### config.mk
export PLATFORM = sky130hd
export DESIGN_NAME = ccpm_top
export DESIGN_NICKNAME = d
export VERILOG_FILES = /design/src/verilog/ccpm_pkg.sv /design/src/verilog/ccpm_divider.sv /design/src/verilog/ccpm_top.sv
export VERILOG_INCLUDE_DIRS = /design/src /design/src/verilog
export SDC_FILE = /design/constraint.sdc
export NUM_CORES = 1
export LEC_CHECK = 0
export BUFFER_PORTS_ARGS = -buffer_cell sky130_fd_sc_hd__buf_2
export CAP_MARGIN = 0
export CORE_UTILIZATION = 50
export CTS_BUF_LIST = sky130_fd_sc_hd__clkbuf_8
export CTS_CLUSTER_DIAMETER = 40
export CTS_CLUSTER_SIZE = 10
export DETAILED_ROUTE_END_ITERATION = 12
export PLACE_DENSITY = 0.75
export SLEW_MARGIN = 0
export SYNTH_ARGS = -nofsm -noshare
export SYNTH_HDL_FRONTEND = slang
export SYNTH_SLANG_ARGS = --single-unit
export TNS_END_PERCENT = 1
### constraint.sdc
create_clock -name clk -period 4.1 [get_ports clk]
set_input_delay 0.615 -clock clk [delete_from_list [all_inputs] [get_ports clk]]
set_output_delay 0.615 -clock clk [all_outputs]
set_load 0.02 [all_outputs]
### src/verilog/ccpm_regs.svh
/*
 * Register offsets, field positions, reset values and timing counts for the
 * CPU clock and power manager.
 * Assumes a 32-bit APB bus with word-aligned registers.
 */
`ifndef CCPM_REGS_SVH
`define CCPM_REGS_SVH

// ****************************************************************
// Register byte offsets
// ****************************************************************
`define CCPM_OFS_PWR_CTRL 12'h000
`define CCPM_OFS_DIVIDER 12'h004
`define CCPM_OFS_AUX_CTRL 12'h008
`define CCPM_OFS_IRQ_EN 12'h00C
`define CCPM_OFS_CONFIG 12'h010
`define CCPM_OFS_STATUS 12'h014

// ****************************************************************
// Field positions
// ****************************************************************
`define CCPM_PC_DOZE 0
`define CCPM_PC_SLEEP 1
`define CCPM_PC_GF0 2
`define CCPM_PC_GF1 3
`define CCPM_PC_POF 4
`define CCPM_PC_BOF 5
`define CCPM_AUX_BOI 5
`define CCPM_AUX_BOD 6
`define CCPM_IE_EBO 5
`define CCPM_IE_EA 7
`define CCPM_CFG_HALF 0
`define CCPM_CFG_BOV 1
`define CCPM_CFG_XTAL 2

// ****************************************************************
// Reset values
// ****************************************************************
`define CCPM_RST_PC 8'h30
`define CCPM_RST_DIV 8'h00
`define CCPM_RST_AUX 8'h00
`define CCPM_RST_IE 8'h00
`define CCPM_RST_CFG 8'h02

// ****************************************************************
// Timing counts in CPU clocks
// ****************************************************************
`define CCPM_WAKE_XTAL 11'h400
`define CCPM_WAKE_RC 11'h100

`endif

### src/verilog/ccpm_pkg.sv
/*
 * Types shared by the CPU clock and power manager files.
 * Assumes the register header is included alongside.
 */
package ccpm_pkg;

    // Power state of the core, one-hot.
    typedef enum logic [3:0] {
        CCPM_RUN = 4'h1,
        CCPM_IDLE = 4'h2,
        CCPM_DOWN = 4'h4,
        CCPM_WAKE = 4'h8
    } ccpm_state_e;

    // Synchronised detector levels.
    typedef struct packed {
        logic brownout;
        logic power_on;
        logic watchdog;
    } ccpm_det_s;

endpackage : ccpm_pkg

### src/verilog/ccpm_divider.sv
/*
 * CPU clock enable generator: halving option and programmable divider.
 * Assumes clk is the oscillator and the divider value may change anytime.
 */
module ccpm_divider
    import ccpm_pkg::*;
(
    // Clock and reset.
    input wire logic clk,
    input wire logic rst_n,
    // Control.
    input wire logic run,
    input wire logic half_speed_compat,
    input wire logic [7:0] cpu_clock_divider,
    // Output enable pulse.
    output logic cpu_clk_en
);

    // ****************************************************************
    // Counter
    // ****************************************************************
    logic [9:0] count; // Oscillator clocks since last pulse.
    logic [9:0] next_count;
    logic [9:0] limit; // Ratio minus one.
    logic next_en;

    // Works out the ratio; a new value only moves the terminal count.
    always_comb begin
        if (cpu_clock_divider == 8'h00) begin
            limit = half_speed_compat ? 10'h001 : 10'h000;
        end else begin
            limit = ({1'b0, cpu_clock_divider, 1'b0} + 10'h002) *
                (half_speed_compat ? 10'h002 : 10'h001) - 10'h001;
        end
        next_count = count;
        next_en = 1'b0;
        if (run) begin
            if (count >= limit) begin
                next_count = 10'h000;
                next_en = 1'b1;
            end else begin
                next_count = count + 10'h001;
            end
        end else begin
            next_count = 10'h000;
        end
    end

    // Registers the counter and pulse.
    always_ff @(posedge clk or negedge rst_n) begin
        if (!rst_n) begin
            count <= 10'h000;
            cpu_clk_en <= 1'b0;
        end else begin
            count <= next_count;
            cpu_clk_en <= next_en;
        end
    end

endmodule : ccpm_divider

### src/verilog/ccpm_top.sv
/*
 * CPU clock and power manager: clock divide, brownout and power-on
 * monitoring, idle and power-down control, wake-up stability count.
 * Assumes an APB master, asynchronous detector levels, and a core that
 * stalls while core_clk_en is low.
 */
// Our own choices: register access over APB and the placing of the registers.
// How it works
// - Halving option doubles the CPU clock period
// - Halving also slows peripheral timing
// - Divider zero: undivided or halved oscillator
// - Divider N divides by 2(N+1)
// - Divider changes apply at once, glitch-free
// - Brownout resets, or interrupts when select set
// - Brownout reset held while supply low
// - Brownout interrupt only on falling edge
// - Brownout interrupt needs global and own enable
// - Brownout flag sticky until software clears
// - Level select one low, zero high threshold
// - Disable bit kills brownout reset and interrupt
// - Power-up flag sticky until software clears
// - Idle stops CPU; interrupt or reset ends
// - Power-down stops oscillator
// - Power-down ends on reset or wake interrupt
// - Brownout wakes or resets during power-down
// - Wake waits 1024 or 256 clocks
// - Watchdog resets even in power-down
// - Brownout and watchdog run in power-down
// - Request bits clear when mode ends
// - Flag bit positions; brownout flag set at power-on
`include "ccpm_regs.svh"
module ccpm_top
    import ccpm_pkg::*;
(
    // Clock and reset.
    input wire logic clk,
    input wire logic rst_n,
    // APB slave.
    input wire logic psel,
    input wire logic penable,
    input wire logic pwrite,
    input wire logic [11:0] paddr,
    input wire logic [31:0] pwdata,
    output logic [31:0] prdata,
    output logic pready,
    output logic pslverr,
    // Detectors.
    input wire logic brownout_low,
    input wire logic power_on_det,
    input wire logic watchdog_ovf,
    // Interrupt controller.
    input wire logic wake_irq,
    input wire logic any_irq,
    // Core side.
    output logic cpu_clk_en,
    output logic core_clk_en,
    output logic periph_clk_en,
    output logic osc_enable,
    output logic brownout_irq,
    output logic brownout_reset,
    output logic watchdog_reset,
    output logic brownout_level_select
);

    // ****************************************************************
    // Detector synchronisers
    // ****************************************************************
    ccpm_det_s det_meta; // First stage, read only by the second.
    ccpm_det_s det_sync; // Second stage.
    ccpm_det_s det_prev; // Previous synced value for edges.

    // Two-flop synchroniser for the detector levels.
    always_ff @(posedge clk or negedge rst_n) begin
        if (!rst_n) begin
            det_meta <= '0;
            det_sync <= '0;
            det_prev <= '0;
        end else begin
            det_meta <= '{brownout_low, power_on_det, watchdog_ovf};
            det_sync <= det_meta;
            det_prev <= det_sync;
        end
    end

    // ****************************************************************
    // Registers
    // ****************************************************************
    logic [7:0] power_control_reg; // Flags and mode requests.
    logic [7:0] cpu_clock_divider; // Programmable divider value.
    logic [7:0] aux_control_reg; // Brownout select and disable.
    logic [7:0] irq_enable_reg_zero; // Global and brownout enables.
    logic [7:0] config_byte_one; // Configuration bits.
    logic [7:0] next_pc;
    logic [7:0] next_div;
    logic [7:0] next_aux;
    logic [7:0] next_ie;
    logic [7:0] next_cfg;
    logic [31:0] next_rdata;
    logic wr_en; // Write takes effect this cycle.
    logic rd_en; // Read data sampled this cycle.
    logic addr_ok; // Address is mapped.
    logic bo_active; // Brownout detection enabled and supply low.
    logic bo_fall; // Supply just crossed below threshold.
    logic bo_irq_mode;
    logic mode_end; // Idle or power-down terminates.

    ccpm_state_e state;
    ccpm_state_e next_state;
    logic [10:0] wake_count;
    logic [10:0] next_wake_count;

    // Decodes the access phase; the slave always answers at once.
    always_comb begin
        wr_en = psel && penable && pwrite;
        rd_en = psel && penable && !pwrite;
        case (paddr)
            `CCPM_OFS_PWR_CTRL, `CCPM_OFS_DIVIDER, `CCPM_OFS_AUX_CTRL,
            `CCPM_OFS_IRQ_EN, `CCPM_OFS_CONFIG, `CCPM_OFS_STATUS: addr_ok = 1'b1;
            default: addr_ok = 1'b0;
        endcase
    end

    assign pready = 1'b1;
    assign pslverr = psel && penable && !addr_ok;

    // Brownout qualification and edge.
    always_comb begin
        bo_active = det_sync.brownout && !aux_control_reg[`CCPM_AUX_BOD];
        bo_fall = bo_active && !det_prev.brownout;
        bo_irq_mode = aux_control_reg[`CCPM_AUX_BOI];
    end

    // Next values for the register file, including hardware flag sets.
    always_comb begin
        next_pc = power_control_reg;
        next_div = cpu_clock_divider;
        next_aux = aux_control_reg;
        next_ie = irq_enable_reg_zero;
        next_cfg = config_byte_one;
        if (wr_en) begin
            case (paddr)
                `CCPM_OFS_PWR_CTRL: next_pc = pwdata[7:0];
                `CCPM_OFS_DIVIDER: next_div = pwdata[7:0];
                `CCPM_OFS_AUX_CTRL: next_aux = pwdata[7:0] & 8'h60;
                `CCPM_OFS_IRQ_EN: next_ie = pwdata[7:0] & 8'hA0;
                `CCPM_OFS_CONFIG: next_cfg = pwdata[7:0] & 8'h07;
                default: next_pc = power_control_reg;
            endcase
        end
        // Hardware sets win over a software clear in the same cycle.
        if (bo_active) begin
            next_pc[`CCPM_PC_BOF] = 1'b1;
        end
        if (det_sync.power_on) begin
            next_pc[`CCPM_PC_POF] = 1'b1;
            next_pc[`CCPM_PC_BOF] = 1'b1;
        end
        // A brownout or watchdog reset also ends either mode; otherwise the
        // still-set request bit would send the core straight back down.
        if (mode_end || brownout_reset || watchdog_reset) begin
            next_pc[`CCPM_PC_DOZE] = 1'b0;
            next_pc[`CCPM_PC_SLEEP] = 1'b0;
        end
    end

    // Registers the register file.
    always_ff @(posedge clk or negedge rst_n) begin
        if (!rst_n) begin
            power_control_reg <= `CCPM_RST_PC;
            cpu_clock_divider <= `CCPM_RST_DIV;
            aux_control_reg <= `CCPM_RST_AUX;
            irq_enable_reg_zero <= `CCPM_RST_IE;
            config_byte_one <= `CCPM_RST_CFG;
            prdata <= 32'h0000_0000;
        end else begin
            power_control_reg <= next_pc;
            cpu_clock_divider <= next_div;
            aux_control_reg <= next_aux;
            irq_enable_reg_zero <= next_ie;
            config_byte_one <= next_cfg;
            prdata <= next_rdata;
        end
    end

    // Read mux; status shows state and synced detectors.
    always_comb begin
        next_rdata = prdata;
        if (psel && !penable && !pwrite) begin
            case (paddr)
                `CCPM_OFS_PWR_CTRL: next_rdata = {24'h000000, power_control_reg};
                `CCPM_OFS_DIVIDER: next_rdata = {24'h000000, cpu_clock_divider};
                `CCPM_OFS_AUX_CTRL: next_rdata = {24'h000000, aux_control_reg};
                `CCPM_OFS_IRQ_EN: next_rdata = {24'h000000, irq_enable_reg_zero};
                `CCPM_OFS_CONFIG: next_rdata = {24'h000000, config_byte_one};
                `CCPM_OFS_STATUS: next_rdata = {25'h0000000, det_sync, state};
                default: next_rdata = 32'h0000_0000;
            endcase
        end
    end

    // ****************************************************************
    // Power state machine
    // ****************************************************************
    logic wake_req; // Any interrupt cause to leave power-down.

    // Next state and wake count.
    always_comb begin
        next_state = state;
        next_wake_count = wake_count;
        mode_end = 1'b0;
        wake_req = wake_irq ||
            (bo_fall && bo_irq_mode && irq_enable_reg_zero[`CCPM_IE_EBO]
             && irq_enable_reg_zero[`CCPM_IE_EA]);
        case (state)
            CCPM_RUN: begin
                if (power_control_reg[`CCPM_PC_SLEEP]) begin
                    next_state = CCPM_DOWN;
                end else if (power_control_reg[`CCPM_PC_DOZE]) begin
                    next_state = CCPM_IDLE;
                end
            end
            CCPM_IDLE: begin
                if (any_irq || wake_req) begin
                    next_state = CCPM_RUN;
                    mode_end = 1'b1;
                end
            end
            CCPM_DOWN: begin
                if (wake_req) begin
                    next_state = CCPM_WAKE;
                    next_wake_count = 11'h000;
                end
            end
            CCPM_WAKE: begin
                if (cpu_clk_en) begin
                    next_wake_count = wake_count + 11'h001;
                end
                if (wake_count >= (config_byte_one[`CCPM_CFG_XTAL] ?
                        `CCPM_WAKE_XTAL : `CCPM_WAKE_RC)) begin
                    next_state = CCPM_RUN;
                    mode_end = 1'b1;
                end
            end
            default: next_state = CCPM_RUN;
        endcase
    end

    // Registers the power state; brownout or watchdog reset returns to run.
    always_ff @(posedge clk or negedge rst_n) begin
        if (!rst_n) begin
            state <= CCPM_RUN;
            wake_count <= 11'h000;
        end else if (brownout_reset || watchdog_reset) begin
            state <= CCPM_RUN;
            wake_count <= 11'h000;
        end else begin
            state <= next_state;
            wake_count <= next_wake_count;
        end
    end

    // ****************************************************************
    // Outputs
    // ****************************************************************
    // Oscillator is stopped only while in power-down.
    assign osc_enable = (state != CCPM_DOWN);
    assign core_clk_en = cpu_clk_en && (state == CCPM_RUN);
    assign periph_clk_en = cpu_clk_en;
    assign brownout_reset = bo_active && !bo_irq_mode;
    assign brownout_irq = bo_fall && bo_irq_mode &&
        irq_enable_reg_zero[`CCPM_IE_EBO] && irq_enable_reg_zero[`CCPM_IE_EA];
    assign watchdog_reset = det_sync.watchdog;
    assign brownout_level_select = config_byte_one[`CCPM_CFG_BOV];

    // Clock divider; counts only while the oscillator runs.
    ccpm_divider u_div (
        .clk(clk),
        .rst_n(rst_n),
        .run(osc_enable),
        .half_speed_compat(config_byte_one[`CCPM_CFG_HALF]),
        .cpu_clock_divider(cpu_clock_divider),
        .cpu_clk_en(cpu_clk_en)
    );

endmodule : ccpm_top

# Yosys cells after proc, flatten, opt, wreduce, memory -nomap -nowiden
# Index checks and enable logic that the tools add are counted.
# word_totals
memories,0
ram_bits,0
latchBits,0
out_inout_bits,42
romBits,0
input_bits,54
wordCells,114
regBits,88
# op_classes
mux,29
n_div,0
order_cmp,2
n_eq_ne,15
mul,1
reduce_logical,43
n_bitwise,0
addsub,4
n_shift,0
# ops
cell,n
one-hot mux 8 bit (6 select lines),1
two-way mux 11 bit,4
two-way mux 10 bit,3
"equality test 12 x 4 -> 1 bit, second input constant",2
"equality test 12 x 5 -> 1 bit, second input constant",2
two-way mux 4 bit,6
one-hot mux 11 bit (2 select lines),1
one-hot mux 4 bit (4 select lines),1
AND reduction 2 bit,8
"equality test 12 x 3 -> 1 bit, second input constant",1
logical AND 1 bit,12
zero test 12 bit,1
two-way mux 6 bit,2
"adder 11 x 1 -> 11 bit, second input constant",1
>= comparator 11 bit,1
"adder 10 x 1 -> 10 bit, second input constant",1
"adder 9 x 2 -> 10 bit, second input constant",1
>= comparator 10 bit,1
multiplier 10 x 10 -> 10 bit,1
"subtractor 10 x 1 -> 10 bit, second input constant",1
"!= test 3 bit, second input constant",3
nonzero test 3 bit,3
zero test 8 bit,1
nonzero test 2 bit,4
other kinds (15),32

# Longest topological paths before layout
# depth
word_depth,14
depth_mapped,18
depth_no_buf,18

# Hierarchy
# From an unflattened synthesis, not the netlist that was laid out.
# unflattened
cells_unflattened,462
hier_area_um2,4481.8
# by_module_without_submodules
mod,cells_each,area_each_um2,seq_area_each_um2,instances
ccpm_top,271,3011.6,1331.3,1
ccpm_divider,191,1470.2,275.3,1

# Least setup slack after synthesis
# Ideal clock, no wire load.
# synth_timing
kind,register to register
from,register config_byte_one[0]
to,register u_div.count[9]
synth_period_minus_slack_ns,3.697
path_stages_with_launch,16
arrival_time_ns,3.617
setup_slack_ns,0.403
required_time_ns,4.020
path_cell_list,dfrtp_1 -> clkbuf_1 -> buf_1 -> clkbuf_1 -> nand2_1 -> o21a_1 -> ha_1 -> a2111o_1 -> a31oi_1 -> xnor2_1 -> nand2_1 -> ha_1 -> a2111oi_0 -> o21a_1 -> o21ai_1 -> a21oi_1
# synth_via
elab_chain_len,7
# synth_lines
item,line,text
start: declaration,ccpm_top.sv:92,logic [7:0] config_byte_one;
start signal: assignment,ccpm_top.sv:173,config_byte_one <= `CCPM_RST_CFG;
start signal: assignment,ccpm_top.sv:180,config_byte_one <= next_cfg;
two-way mux 2 bit,ccpm_divider.sv:33,(half_speed_compat ? 10'h002 : 10'h001) - 10'h001;
multiplier 10 x 10 -> 10 bit,ccpm_divider.sv:32,"limit = ({1'b0, cpu_clock_divider, 1'b0} + 10'h002) *"
subtractor 10 x 1 -> 10 bit,ccpm_divider.sv:33,
two-way mux 10 bit (*),ccpm_divider.sv:29,if (cpu_clock_divider == 8'h00) begin
>= comparator 10 bit (*),ccpm_divider.sv:38,if (count >= limit) begin
two-way mux 10 bit (*),ccpm_divider.sv:38,
two-way mux 10 bit (*),ccpm_divider.sv:37,if (run) begin
named net u_div.next_count[9],ccpm_divider.sv:23,logic [9:0] next_count;
end signal: assignment,ccpm_divider.sv:55,count <= next_count;
end: declaration,ccpm_divider.sv:22,logic [9:0] count;
# The timed path passes the listed nets; every way through them passes the cells marked *.
# A chain may end at the register's enable or synchronous reset.

# Final worst setup path
# layout_timing
from,register cpu_clock_divider[0]
to,register u_div.cpu_clk_en
# layout_via
elab_chain_len,7
# layout_lines
item,line,text
start: declaration,ccpm_top.sv:89,logic [7:0] cpu_clock_divider;
start signal: assignment,ccpm_top.sv:170,cpu_clock_divider <= `CCPM_RST_DIV;
start signal: assignment,ccpm_top.sv:177,cpu_clock_divider <= next_div;
adder 9 x 2 -> 10 bit,ccpm_divider.sv:32,
multiplier 10 x 10 -> 10 bit,ccpm_divider.sv:32,
subtractor 10 x 1 -> 10 bit,ccpm_divider.sv:33,
two-way mux 10 bit (*),ccpm_divider.sv:29,
>= comparator 10 bit (*),ccpm_divider.sv:38,
two-way mux 1 bit (*),ccpm_divider.sv:38,
two-way mux 1 bit (*),ccpm_divider.sv:37,
named net u_div.next_en,ccpm_divider.sv:25,logic next_en;
end signal: assignment,ccpm_divider.sv:56,cpu_clk_en <= next_en;
end: declaration,ccpm_divider.sv:16,output logic cpu_clk_en
# Marked as above.

==> out/metrics.yaml <==
synthesis:
  ys_warn_count: 0
  synthArstFlopShare_pct: 100
  synth-main-ff-cell: "dfrtp_1"
  syn_area_per_cell_um2: 9.20
  ys_types: 66
  synth_area_um2: 4310
  synth-edff-count: 0
  ys_ff_latch: 64
  synthCells: 468
  yosysSeqAreaShare_pct: 37.3
timing:
  rsz0062_at_grt: "false"
  finalCritPeriodShare_pct: 92.6
  final.setup.worst_slack_ns: 0.304
  setup-tns-final_ns: 0
  min_period_ns: 3.80
  slew-limit-headroom_pct: 38.5
  max_freq_ghz: 0.263
  maxSlewViolCount: 0
  setup_violations: 0
  hold_violations: 0
  skew_ns: 0.0114
  worstMarginPinSlew_ns: 0.923
  whs_ns: 0.347
finish:
  drive_gt1_share_pct: 22.2
  syn_to_final_growth_pct: 9.91
  largest_register_ffs: 11
  register_area_um2: 1610
  nNetsFinal: 586
  utilization_pct: 57.3
  fin_area_um2: 4730
  nFillCells: 723
  regMostFlops: "wake_count"
  reg.largest.list: "wake_count: 11 flops, u_div.count: 10 flops"
  multiInputGateArea_um2: 2440
  n_antenna_cell: 0
  final_cells: 618
critical_path:
  reg2regPathDepth: 16
  reg2reg_slack_ns: 0.30
  rr_startpoint: "cpu_clock_divider[0]"
  endpoint_kind: "flop"
  worstPathRequired_ns: 4.32
  r2r-end: "u_div.cpu_clk_en"
  worst-path-max-fanout: 4
  cp-start-kind: "flop"
  path_class: "flop to flop"
  arrival_ns: 4.02
global_route:
  grt_pass1_wl_um: 14800
  antenna_found_initial: 0
  grt_pass1_vias: 3196
  grt_use_total_pct: 20.9
  grt-ovfl-total: 0
  grt_max_degree: 44
route:
  vias: 3461
  avgViaCountPerCell: 5.60
  dr_wl_met3_um: 323
  ant_nets: 0
  route.met2.wl_um: 4250
  drtIter0Drc: 158
  drc: 0
  firstDrtPassIters: 4
  routed_wl_um: 8790
  wl_met1_um: 4150
  top_layer_used: "met4"
  post_drt_wl_per_cell_um: 14.2
clock_tree:
  ctsResizeCount: 0
  clkLatencyLatePin_ns: 0.33
  tritoncts: "done"
  cts-buffers-inserted: 9
  clockBufferDepth: 2
  cts_hold_buf: 0
  cts.sinks: 64
  clock_tree.root_cell: "clkbuf_8"
  clk_pin_slew_ns: 0.07
  postCtsSetupBuffers: 0
  htreeDepth: 3
outcome:
  status: "finished clean"
hold_path:
  hp-class: "flop to flop"
  hold_end: "watchdog_reset"
  worstHoldPathCells: 0
  min_from: "det_meta[0]"
floorplanning:
  die_h_um: 94.8
  rows: 33
  die_x_um: 94.8
  start_util_pct: 52.1
  core_region_area_um2: 8260
  io_pins: 96
  dieArea_um2: 8990
job:
  cap_violations: 0
pwr:
  vdd_drop_max_v: 0.000285
  leakage_nw: 2.16
  p_total_mw: 1.26
  power.density_nw_per_um2: 266
placed_design:
  place.gp.congestion: 0.853
  port_buffers: 46
  place_area_um2: 4520
  dp_cells: 602
  place_hpwl_um: 6540
  pre_cts_slack_ns: 0.0665
==> report_power, final <==
part | total (mW) | switching, mW | internal (mW) | leakage [nW]
Sequential | 0.638 | 0.00290 | 0.635 | 0.854
Clock | 0.536 | 0.255 | 0.280 | 0.0952
Combinational | 0.0864 | 0.0617 | 0.0246 | 1.21
==> kinds of logic (layout without fill, tap and decap cells) <==
logic type,after synthesis,count (layout),share of synthesized area [%]
flops,64,64,37.3
fa+ha+maj,24,24,7.15
buf+inv,69,91,8.51
xor+xnor,14,14,2.85
simple gates,163,163,20.1
compound gates,99,99,14.6
mux,33,33,9.24
other cells,2,25,0.174
==> Yosys cell counts (2+ instances only) <==
library cell | n | area [µm²]
dfrtp_1 | 60 | 1500
nor2_1 | 44 | 165
nand2_1 | 41 | 154
o21ai_0 | 36 | 180
buf_4 | 26 | 195
mux2_2 | 24 | 270
ha_1 | 23 | 288
inv_1 | 23 | 86.3
clkbuf_1 | 17 | 63.8
a21oi_1 | 16 | 80.1
nand3_1 | 13 | 65.1
xnor2_1 | 10 | 87.6
and3_1 | 8 | 50.1
nand2b_1 | 8 | 50.1
o21a_1 | 7 | 52.6
mux2i_1 | 6 | 60.1
nor2b_1 | 6 | 37.5
a22oi_1 | 5 | 37.5
a31oi_1 | 5 | 31.3
nand3b_1 | 5 | 37.5
nand4_1 | 5 | 31.3
nor3_1 | 5 | 25.0
and2_1 | 4 | 25.0
dfstp_2 | 4 | 105
o211ai_1 | 4 | 30.0
or2_2 | 4 | 25.0
xor2_1 | 4 | 35.0
a21o_1 | 3 | 22.5
mux4_2 | 3 | 67.6
nor4b_1 | 3 | 26.3
a211oi_1 | 2 | 15.0
a221oi_1 | 2 | 17.5
a22o_1 | 2 | 17.5
buf_1 | 2 | 7.51
conb_1 | 2 | 7.51
nor4_1 | 2 | 12.5
o211a_1 | 2 | 20.0
o21bai_1 | 2 | 15.0
o31ai_1 | 2 | 15.0
or3_1 | 2 | 12.5
==> placed cells by master (no fill, tap or decap), types with 6 or more instances in the layout <==
master / count
conb_1: 25
a21oi_1: 16
o21a_1: 7
nor2b_1: 6
ha_1: 23
xnor2_1: 10
o21ai_0: 36
buf_4: 6
nand2_1: 41
mux2_2: 24
and3_1: 8
clkbuf_8: 9
nand2b_1: 8
buf_2: 46
nor2_1: 44
nand3_1: 13
inv_1: 23
dfrtp_1: 60
mux2i_1: 6
==> worst max-delay path: stages (launching register included) <==
cell       delay (ns)
dfrtp_1          0.41
ha_1             0.25
nand2_1          0.15
nor2_1           0.08
a22o_1           0.21
a211oi_2         0.27
inv_1            0.07
ha_1             0.21
a2111o_1         0.29
a31oi_1          0.25
xnor2_1          0.15
nand2_1          0.08
ha_1             0.30
a2111oi_1        0.47
o21a_1           0.26
nor2_1           0.06
o21a_1           0.19
==> worst max-delay path by stage <==
stage | start | endpoint | slack (ns)
3_3_place_gp | cpu_clock_divider[0] | u_div.count[9] | 0.15
4_1_cts | cpu_clock_divider[0] | u_div.count[9] | 0.05
3_5_place_dp | cpu_clock_divider[0] | u_div.count[9] | 0.07
2_1_floorplan | config_byte_one[0] | u_div.count[9] | 0.40
6_report | cpu_clock_divider[0] | u_div.cpu_clk_en | 0.30
5_1_grt | cpu_clock_divider[0] | u_div.count[3] | 0.02
==> cell type report <==
type / instances / share of cell area [%]
well taps: 105 / 2.78
multi-input cells: 358 / 51.5
clock inverters: 7 / 1.53
flip-flops and latches: 64 / 34.0
clock buffers: 9 / 2.62
inverters: 23 / 1.82
repair buffers: 52 / 5.82
==> metal layers <==
metal	global-route usage, %	up-vias
li1	-	1682
met1	27.9	1700
met2	34.4	75
met3	4.11	4
met5	0	-
met4	6.44	0
No activity file was read; power rests on OpenSTA's default activity.
